### src/scc_pkg.sv
// Purpose: shared constants for the synthesizer calibration link, both ends
// Assumes: 32-bit words with a 4-bit register select in the low bits
// Notes: rates are in kHz, times in us
`default_nettype none
package scc_pkg;
  localparam int WORD_W = 32;
  // register select codes
  localparam logic [3:0] SEL_FREQ = 4'h0;
  localparam logic [3:0] SEL_REFDIV = 4'h4;
  localparam logic [3:0] SEL_FIXED_A = 4'h8;
  localparam logic [3:0] SEL_CAL = 4'h9;
  localparam logic [3:0] SEL_CONV = 4'ha;
  localparam logic [3:0] SEL_FIXED_B = 4'hb;
  localparam logic [3:0] SEL_RESYNC = 4'hc;
  localparam logic [31:0] FIXED_A_WORD = 32'h102d0428;
  localparam logic [31:0] FIXED_B_WORD = 32'h0061300b;
  // calibration timing fields
  localparam int BAND_MSB = 31;
  localparam int BAND_LSB = 24;
  localparam int TMO_MSB = 23;
  localparam int TMO_LSB = 14;
  localparam int ALC_MSB = 13;
  localparam int ALC_LSB = 9;
  localparam int LOCK_MSB = 8;
  localparam int LOCK_LSB = 4;
  // temperature converter control fields
  localparam logic [31:0] CONV_RSV_MASK = 32'hffffc000;
  localparam logic [31:0] CONV_RSV_VAL = 32'h00c00000;
  localparam int DIV_MSB = 13;
  localparam int DIV_LSB = 6;
  localparam int CONV_ON_WR_BIT = 5;
  localparam int CONV_PWR_BIT = 4;
  localparam logic [4:0] CONV_WAIT_CLKS = 5'h10;
  // resync timer fields
  localparam int RESYNC_MSB = 31;
  localparam int RESYNC_LSB = 16;
  localparam logic [31:0] RESYNC_RSV_MASK = 32'h0000fff0;
  localparam logic [31:0] RESYNC_RSV_VAL = 32'h00000410;
  // frequency and reference divider words
  localparam int AUTOCAL_BIT = 21;
  localparam int CNT_RESET_BIT = 4;
  localparam int REFDIV_MSB = 23;
  localparam int REFDIV_LSB = 14;
  localparam logic [9:0] REFDIV_RESET = 10'h001;
  // host side limits
  localparam logic [31:0] BAND_LIMIT_KHZ = 32'h00000096;
  localparam logic [31:0] BAND_STEPS = 32'h00000010;
  localparam logic [31:0] ALC_MIN_US = 32'h00000032;
  localparam logic [31:0] LOCK_MIN_US = 32'h00000014;
  localparam logic [31:0] KHZ_PER_MHZ = 32'h000003e8;
  localparam logic [31:0] DIV_STEP_KHZ = 32'h00000064;
  localparam logic [31:0] DIV_OFFSET = 32'h00000002;
  localparam logic [31:0] DIV_SCALE = 32'h00000004;
  localparam logic [31:0] DIV_MAX = 32'h000000ff;
  localparam logic [31:0] HALF_RATE_KHZ = 32'h000124f8;
  // host apb map
  localparam logic [7:0] ADDR_WORD = 8'h00;
  localparam logic [7:0] ADDR_CMD = 8'h04;
  localparam logic [7:0] ADDR_WAIT = 8'h08;
  localparam logic [7:0] ADDR_PFD = 8'h0c;
  localparam logic [7:0] ADDR_STATUS = 8'h10;
  localparam int CMD_SEND_BIT = 0;
  localparam int CMD_WAIT_BIT = 1;
  localparam int ST_REFUSED_BIT = 1;
endpackage
`default_nettype wire

### src/scc_link_if.sv
// Purpose: three-wire serial link between host and synthesizer
// Assumes: host drives every wire
// Notes: no clocking block, both ends sample on their own clock
`default_nettype none
interface scc_link_if;
  logic link_clk;
  logic link_data;
  logic link_load;
  modport host (output link_clk, output link_data, output link_load);
  modport dev (input link_clk, input link_data, input link_load);
endinterface
`default_nettype wire

### src/scc_host.sv
// Purpose: host end: apb-programmed word sender with content and order checks
// Assumes: one clock; software sets phase detector rate in kHz
// Notes: refused words never reach the link
`default_nettype none
module scc_host #(
  parameter int LINK_HALF = 4
) (
  input wire logic clk,
  input wire logic rst_b,
  input wire logic psel,
  input wire logic penable,
  input wire logic pwrite,
  input wire logic [7:0] paddr,
  input wire logic [31:0] pwdata,
  output logic [31:0] prdata,
  output logic pready,
  output logic pslverr,
  scc_link_if.host link
);
  if (LINK_HALF < 2 || LINK_HALF > 65535)
    $error("LINK_HALF out of range");

  typedef enum logic [2:0] {HS_IDLE, HS_LOW, HS_HIGH, HS_LOAD, HS_WAIT} scc_host_phase_type;
  typedef struct packed {
    scc_host_phase_type phase;
    logic pready;
    logic pslverr;
    logic [31:0] prdata;
    logic [31:0] word;
    logic [31:0] wait_cycles;
    logic [31:0] pfd_khz;
    logic refused;
    logic wait_done;
    logic init_done;
    logic started;
    logic [3:0] last_sel;
    logic [31:0] shift;
    logic [5:0] nbits;
    logic [15:0] half;
    logic [31:0] cnt;
    logic link_clk;
    logic link_data;
    logic link_load;
  } scc_host_state_type;

  scc_host_state_type st_r;
  scc_host_state_type st_nxt;
  logic acc;
  logic busy;
  logic mapped;
  logic half_end;
  logic [3:0] sel;

  // content and order check of a word before it is sent
  function automatic logic word_ok(input logic [31:0] w, input logic [31:0] phase_detector_rate, input logic wdone,
    input logic init_done, input logic started, input logic [3:0] last_sel);
    logic [31:0] band;
    logic [31:0] tmo;
    logic [31:0] div;
    logic ok;
    band = 32'(w[scc_pkg::BAND_MSB:scc_pkg::BAND_LSB]);
    tmo = 32'(w[scc_pkg::TMO_MSB:scc_pkg::TMO_LSB]);
    div = 32'(w[scc_pkg::DIV_MSB:scc_pkg::DIV_LSB]);
    ok = 1'b1;
    if (!init_done && (started ? w[3:0] >= last_sel : w[3:0] != scc_pkg::SEL_RESYNC))
      ok = 1'b0;
    case (w[3:0])
      scc_pkg::SEL_FIXED_A:
        ok = ok && (w == scc_pkg::FIXED_A_WORD);
      scc_pkg::SEL_FIXED_B:
        ok = ok && (w == scc_pkg::FIXED_B_WORD);
      scc_pkg::SEL_CAL:
      begin
        if (phase_detector_rate >= scc_pkg::BAND_LIMIT_KHZ * scc_pkg::BAND_STEPS * band)
          ok = 1'b0;
        if (tmo * 32'(w[scc_pkg::ALC_MSB:scc_pkg::ALC_LSB]) * scc_pkg::KHZ_PER_MHZ <= scc_pkg::ALC_MIN_US * phase_detector_rate)
          ok = 1'b0;
        if (tmo * 32'(w[scc_pkg::LOCK_MSB:scc_pkg::LOCK_LSB]) * scc_pkg::KHZ_PER_MHZ <= scc_pkg::LOCK_MIN_US * phase_detector_rate)
          ok = 1'b0;
      end
      scc_pkg::SEL_CONV:
      begin
        if ((w & scc_pkg::CONV_RSV_MASK) != scc_pkg::CONV_RSV_VAL)
          ok = 1'b0;
        if (div == 32'h0)
          ok = 1'b0;
        if (div != scc_pkg::DIV_MAX &&
            (scc_pkg::DIV_SCALE * div + scc_pkg::DIV_OFFSET) * scc_pkg::DIV_STEP_KHZ < phase_detector_rate)
          ok = 1'b0;
        if (div > 32'h1 && (scc_pkg::DIV_SCALE * div - scc_pkg::DIV_OFFSET) * scc_pkg::DIV_STEP_KHZ >= phase_detector_rate)
          ok = 1'b0;
      end
      scc_pkg::SEL_RESYNC:
      begin
        if ((w & scc_pkg::RESYNC_RSV_MASK) != scc_pkg::RESYNC_RSV_VAL)
          ok = 1'b0;
        if (w[scc_pkg::RESYNC_MSB:scc_pkg::RESYNC_LSB] == 16'h0000)
          ok = 1'b0;
      end
      scc_pkg::SEL_FREQ:
        if (w[scc_pkg::AUTOCAL_BIT] && !wdone)
          ok = 1'b0;
      default:
        ok = ok && 1'b1;
    endcase
    return ok;
  endfunction

  // apb slave, link shifter and wait timer
  always_comb
  begin
    st_nxt = st_r;
    acc = psel && penable && st_r.pready;
    busy = st_r.phase != HS_IDLE;
    sel = st_r.word[3:0];
    half_end = st_r.half == 16'(LINK_HALF - 1);
    mapped = paddr == scc_pkg::ADDR_WORD || paddr == scc_pkg::ADDR_CMD || paddr == scc_pkg::ADDR_WAIT ||
             paddr == scc_pkg::ADDR_PFD || paddr == scc_pkg::ADDR_STATUS;
    // answer one cycle into the access phase
    st_nxt.pready = psel && penable && !st_r.pready;
    if (psel && penable && !st_r.pready)
    begin
      st_nxt.pslverr = !mapped || (pwrite && paddr == scc_pkg::ADDR_CMD && busy);
      case (paddr)
        scc_pkg::ADDR_WORD:
          st_nxt.prdata = st_r.word;
        scc_pkg::ADDR_WAIT:
          st_nxt.prdata = st_r.wait_cycles;
        scc_pkg::ADDR_PFD:
          st_nxt.prdata = st_r.pfd_khz;
        scc_pkg::ADDR_STATUS:
          st_nxt.prdata = {27'h0, st_r.pfd_khz > scc_pkg::HALF_RATE_KHZ, st_r.init_done,
                           st_r.wait_done, st_r.refused, busy};
        default:
          st_nxt.prdata = 32'h0;
      endcase
    end
    // register writes at the completing edge
    if (acc && pwrite && !st_r.pslverr)
    begin
      case (paddr)
        scc_pkg::ADDR_WORD:
          st_nxt.word = pwdata;
        scc_pkg::ADDR_WAIT:
          st_nxt.wait_cycles = pwdata;
        scc_pkg::ADDR_PFD:
          st_nxt.pfd_khz = pwdata;
        scc_pkg::ADDR_STATUS:
          if (pwdata[scc_pkg::ST_REFUSED_BIT])
            st_nxt.refused = 1'b0;
        default:
          st_nxt.refused = st_nxt.refused;
      endcase
    end
    // link and timer sequencing
    st_nxt.half = half_end ? 16'h0000 : st_r.half + 16'h0001;
    case (st_r.phase)
      HS_IDLE:
      begin
        st_nxt.half = 16'h0000;
        if (acc && pwrite && !st_r.pslverr && paddr == scc_pkg::ADDR_CMD)
        begin
          if (pwdata[scc_pkg::CMD_SEND_BIT])
          begin
            if (word_ok(st_r.word, st_r.pfd_khz, st_r.wait_done, st_r.init_done, st_r.started, st_r.last_sel))
            begin
              st_nxt.phase = HS_LOW;
              st_nxt.shift = st_r.word;
              st_nxt.nbits = 6'h00;
              st_nxt.link_data = st_r.word[scc_pkg::WORD_W - 1];
              st_nxt.started = 1'b1;
              st_nxt.last_sel = sel;
              if (sel == scc_pkg::SEL_FREQ)
                st_nxt.init_done = 1'b1;
              if (sel == scc_pkg::SEL_REFDIV || sel == 4'h1 ||
                  (sel == scc_pkg::SEL_FREQ && st_r.word[scc_pkg::AUTOCAL_BIT]))
                st_nxt.wait_done = 1'b0;
            end
            else
              st_nxt.refused = 1'b1;
          end
          else if (pwdata[scc_pkg::CMD_WAIT_BIT])
          begin
            st_nxt.phase = HS_WAIT;
            st_nxt.cnt = st_r.wait_cycles;
          end
        end
      end
      HS_LOW:
        if (half_end)
        begin
          st_nxt.link_clk = 1'b1;
          st_nxt.phase = HS_HIGH;
        end
      HS_HIGH:
        if (half_end)
        begin
          st_nxt.link_clk = 1'b0;
          if (st_r.nbits == 6'(scc_pkg::WORD_W - 1))
          begin
            st_nxt.phase = HS_LOAD;
            st_nxt.link_load = 1'b1;
            st_nxt.link_data = 1'b0;
          end
          else
          begin
            st_nxt.phase = HS_LOW;
            st_nxt.nbits = st_r.nbits + 6'h01;
            st_nxt.shift = {st_r.shift[30:0], 1'b0};
            st_nxt.link_data = st_r.shift[30];
          end
        end
      HS_LOAD:
        if (half_end)
        begin
          st_nxt.link_load = 1'b0;
          st_nxt.phase = HS_IDLE;
        end
      HS_WAIT:
        if (st_r.cnt == 32'h0)
        begin
          st_nxt.wait_done = 1'b1;
          st_nxt.phase = HS_IDLE;
        end
        else
          st_nxt.cnt = st_r.cnt - 32'h1;
      default:
        st_nxt.phase = HS_IDLE;
    endcase
  end

  // state register
  always_ff @(posedge clk)
  begin
    if (!rst_b)
      st_r <= '0;
    else
      st_r <= st_nxt;
  end

  assign prdata = st_r.prdata;
  assign pready = st_r.pready;
  assign pslverr = st_r.pslverr;
  assign link.link_clk = st_r.link_clk;
  assign link.link_data = st_r.link_data;
  assign link.link_load = st_r.link_load;
endmodule
`default_nettype wire

### src/flat_wrapper.sv
// flat-port wrapper written by rule: the top's interface ports become plain ports
module scc_host_flat 
#(
  parameter int LINK_HALF = 4
)
  (clk, rst_b, psel, penable, pwrite, paddr, pwdata, prdata, pready, pslverr, link_link_clk, link_link_data, link_link_load);
  scc_link_if link_i ();
  input wire logic clk;
  input wire logic rst_b;
  input wire logic psel;
  input wire logic penable;
  input wire logic pwrite;
  input wire logic [7:0] paddr;
  input wire logic [31:0] pwdata;
  output logic [31:0] prdata;
  output logic pready;
  output logic pslverr;
  output wire logic [$bits(link_i.link_clk)-1:0] link_link_clk;
  output wire logic [$bits(link_i.link_data)-1:0] link_link_data;
  output wire logic [$bits(link_i.link_load)-1:0] link_link_load;
  assign link_link_clk = link_i.link_clk;
  assign link_link_data = link_i.link_data;
  assign link_link_load = link_i.link_load;
  scc_host #(.LINK_HALF(LINK_HALF)) u_core (.clk(clk), .rst_b(rst_b), .psel(psel), .penable(penable), .pwrite(pwrite), .paddr(paddr), .pwdata(pwdata), .prdata(prdata), .pready(pready), .pslverr(pslverr), .link(link_i));
endmodule
### config.mk
export PLATFORM = sky130hd
export DESIGN_NAME = scc_host_flat
export DESIGN_NICKNAME = d
export VERILOG_FILES = /design/src/scc_pkg.sv /design/src/scc_link_if.sv /design/src/scc_host.sv /design/src/flat_wrapper.sv
export SDC_FILE = /design/constraint.sdc
export NUM_CORES = 1
export LEC_CHECK = 0
export ABC_CLOCK_PERIOD_IN_PS = 18200
export BUFFER_PORTS_ARGS = -buffer_cell sky130_fd_sc_hd__buf_2
export CORE_MARGIN = 2
export CORE_UTILIZATION = 40
export CTS_CLUSTER_SIZE = 30
export DETAILED_ROUTE_END_ITERATION = 16
export MAX_ROUTING_LAYER = met4
export PLACE_DENSITY = 0.65
export SYNTH_ARGS = -nofsm -noshare
export SYNTH_HDL_FRONTEND = slang
export SYNTH_SLANG_ARGS = --single-unit
### constraint.sdc
create_clock -name clk -period 18.2 [get_ports clk]
set_input_delay 1.82 -clock clk [delete_from_list [all_inputs] [get_ports clk]]
set_output_delay 1.82 -clock clk [all_outputs]
set_load 0.02 [all_outputs]
==> results by group <==
Power and ir drop
  • Leak Pwr: approximately 14 nW
  • Max VDD drop: slightly above 0.00008 V
  • P per Cell Area: between 30 and 40 mW/mm^2
  • Total power: about 1000 uW

Die
  • Die Wd: between 200 and 300 um
  • Full die area: approximately 0.074 mm^2
  • Starting density of the core: 0.403
  • # IOs: 82
  • Die Y: 272 um
  • Core ar.: 0.0712 mm^2
  • Cell Rows: 98

Drt
  • Drt pass-1 iters: 8
  • Iter 0 DRT Violations: between 2000 and 2500
  • Final ANT Viol Nets: 0
  • DRC viols: 0
  • Drt wl/cell: between 15 and 20 um
  • DRT Wirelength: about 84 mm
  • Routed via count: 24800
  • Via density: 5.51

Synth
  • Mapped Nets: approximately 4300
  • Post-Syn Instances: roughly 3600
  • Syn_area_per_cell: 8.04 um^2
  • Synth Flop Type: dfxtp_1
  • Post-synth EDFFs: 0
  • Netlist cell types: 85
  • Yosys reg bits: approximately 230
  • Cell area after synthesis: roughly 0.029 mm^2
  • Commonest cells in the netlist: ha_1, inv_1, nand2_1
  • Seq/Total Area, Yosys: 0.160
  • YS warnings: 0
  • Synth top area share: 0.221
  • Async set-reset flop share out of synthesis: 0
  • Synth area leaders: ha_1, dfxtp_1, fa_1, inv_1, a21oi_1
  • Top-count cell post-synth: ha_1
  • Area leader, netlist: ha_1

Place
  • Port Buffers: 81
  • RePlAce Congestion: about 0.95
  • Setup WS pre-CTS: approximately 6.6 ns
  • Post-DP HPWL: 66.3 mm

Clocking
  • Clock Pin Slew Worst Setup and Hold Paths: roughly 0.070 ns
  • CTS tree: yes
  • Max Root-Sink Buffers: 3
  • CTS Root Cell: clkbuf_16
  • Hold-fix buffers at CTS: 0
  • CTS Buf Count: 22
  • CTS Sinks: around 230
  • Setup repair bufs after CTS: 0
  • PostCTS Resize Cnt: 0
  • H-tree depth: 1
  • Clk_lat worst skew: 0.54 ns

Worst setup path
  • Top cell by count, worst path: fa_1
  • Worst Path Required: about 19 ns
  • Crit Path Category: flip-flop to flip-flop
  • Worst Setup End Kind: flip-flop
  • Worst reg2reg path endpoint: u_core.st_r[87]
  • Worst-path fanout max: 30
  • Largest stage delay, worst path: between 0.7 and 0.8 ns
  • CP startpoint kind: flip-flop
  • R2r worst-path depth: 40
  • Crit path DAT: ~12 ns
  • Worst r2r src: u_core.st_r[167]
  • Slowest cell on crit path: dfxtp_1
  • Flop2flop setup slack: approximately 6.4 ns

Worst hold path
  • Hold_sp: u_core.st_r[35]
  • Worst Hold Class: flip-flop to flip-flop
  • Hold worst-path end: u_core.st_r[35]
  • Hold path cells: 1

Run
  • Max-cap viol count: 0

Final layout
  • Sequential cell area: roughly 0.0046 mm^2
  • NumNets Final: between 4000 and 5000
  • Multi-input logic area: 0.0216 mm^2
  • Ratio of cells with drive above 1 in the final layout: 0.0519
  • Synth-to-layout area growth: 6.02%
  • Fillers: 7209

STA
  • Slew @ Worst Pin: roughly 1.2 ns
  • Final setup violation count: 0
  • PnR worst setup slack: roughly 6.4 ns
  • Fin crit share: 0.647
  • Worst clock skew: between 0.02 and 0.03 ns
  • Minimum clock period: 11.78 ns
  • Final hold slack: 0.465 ns
  • RSZ-0062 raised after global routing: no
  • Fmax achieved: around 0.085 GHz
  • Final Hold Viols: 0
  • Slew HR: 0.204
  • Max-slew violation total from the final report: 0
  • TNS Setup: 0 ns

Global routing
  • Antenna violations before repair: 2
  • Overall routing resource usage: 0.229
  • Largest net degree at the start of global routing: 117
  • Global-route wire length before repair: approximately 130 mm
  • Vias in the first global route: about 24000
  • Grt ovf: 0

Status
  • Status: finished clean
[power by group]
part / internal (mW) / leakage [nW] / total [mW] / switching [mW]
clock network: 0.240 / 0.323 / 0.445 / 0.205
registers: 0.505 / 1.85 / 0.508 / 0.00258
logic: 0.0133 / 12.1 / 0.0456 / 0.0322
total: 0.759 / 14.3 / 0.999 / 0.240
[cell type report]
type,instances,share of cell area
Clock buffer,33,0.0208
Tap cell,950,0.0391
Inverter,455,0.0563
Timing Repair Buffer,119,0.0227
Clock inverter,4,0.00111
Sequential cell,229,0.151
Multi-Input combinational cell,2707,0.709
Antenna cell,1,0.0000823
[critical path: cells and delay by family, from the launching register on]
kind	cells	cell delay [ns]
adders and majority gates	10	4.30
AOI/OAI and AO/OA	14	3.28
and+or+nand+nor	10	2.22
DFF	1	0.75
xor gates and xnor gates	2	0.62
buffers and inverters	4	0.43
[how the worst max path moves through the flow]
stage | slack [ns] | from | depth (start not counted) | to
6_report | 6.42 | u_core.st_r[167] | 40 | u_core.st_r[87]
3_3_place_gp | 6.67 | u_core.st_r[167] | 40 | u_core.st_r[77]
4_1_cts | 6.45 | u_core.st_r[167] | 40 | u_core.st_r[87]
5_1_grt | 5.51 | u_core.st_r[173] | 41 | u_core.st_r[76]
3_5_place_dp | 6.56 | u_core.st_r[167] | 40 | u_core.st_r[76]
2_1_floorplan | 8.02 | u_core.st_r[167] | 45 | u_core.st_r[55]
[cells by family (layout without fill, tap and decap cells)]
family	count (synthesis)	in the layout	synth area share
AO/OA/AOI/OAI	790	790	0.172
XOR/XNOR	162	162	0.0501
adder cells (fa/ha/maj)	693	693	0.351
buffers and inverters	632	611	0.0902
flip-flops	229	229	0.160
multiplexers	39	39	0.0137
other	0	1	0
AND/OR/NAND/NOR	1023	1023	0.164
[flip-flops by register name, indices dropped and copies added (netlist names)]
name and cells:
u_core.link.link_load 1, u_core.st_r 188, u_core.link.link_clk 1, u_core.pslverr 1
u_core.prdata 32, u_core.link.link_data 1, u_core.sel 4, u_core.pready 1
[layout by cell type, fill, tap and decap left out, types with 10 or more instances in the layout]
| cell type | instances |
|---|---|
| ha_1 | 507 |
| inv_1 | 453 |
| nand2_1 | 396 |
| a21oi_1 | 329 |
| nor2_1 | 249 |
| dfxtp_1 | 229 |
| fa_1 | 186 |
| o21ai_0 | 138 |
| xnor2_1 | 101 |
| nand3_1 | 87 |
| and2_1 | 81 |
| buf_2 | 81 |
| xor2_1 | 60 |
| a21o_1 | 47 |
| a211oi_1 | 47 |
| nor3_1 | 46 |
| buf_4 | 38 |
| mux2i_1 | 37 |
| a221oi_1 | 34 |
| nand4_1 | 32 |
| a2bb2oi_1 | 29 |
| nand2b_1 | 24 |
| o21bai_1 | 22 |
| clkbuf_16 | 22 |
| nor2b_1 | 20 |
| o21a_1 | 19 |
| a31oi_1 | 16 |
| and3_1 | 15 |
| o211ai_1 | 14 |
| or3_1 | 12 |
| nor4_1 | 12 |
| a21boi_0 | 10 |
| o31ai_1 | 10 |
[routing by layer]
metal,vias up,part of all wire,GRT usage
met5,-,0,-
met4,0,0.028,0.0635
met3,127,0.059,0.0226
met2,761,0.45,0.364
met1,11900,0.46,0.310
li1,12000,-,-
[metrics by stage]
step | utilization | cells | cell area [um^2]
4_1_cts | 0.427 | 4497 | 30400
5_1_grt | 0.427 | 4498 | 30400
6_report | 0.427 | 4498 | 30400
3_3_place_gp | 0.418 | 4460 | 29700
2_1_floorplan | - | 3568 | 28700
3_5_place_dp | 0.418 | 4460 | 29700
Power figures use the tool's default switching activity.
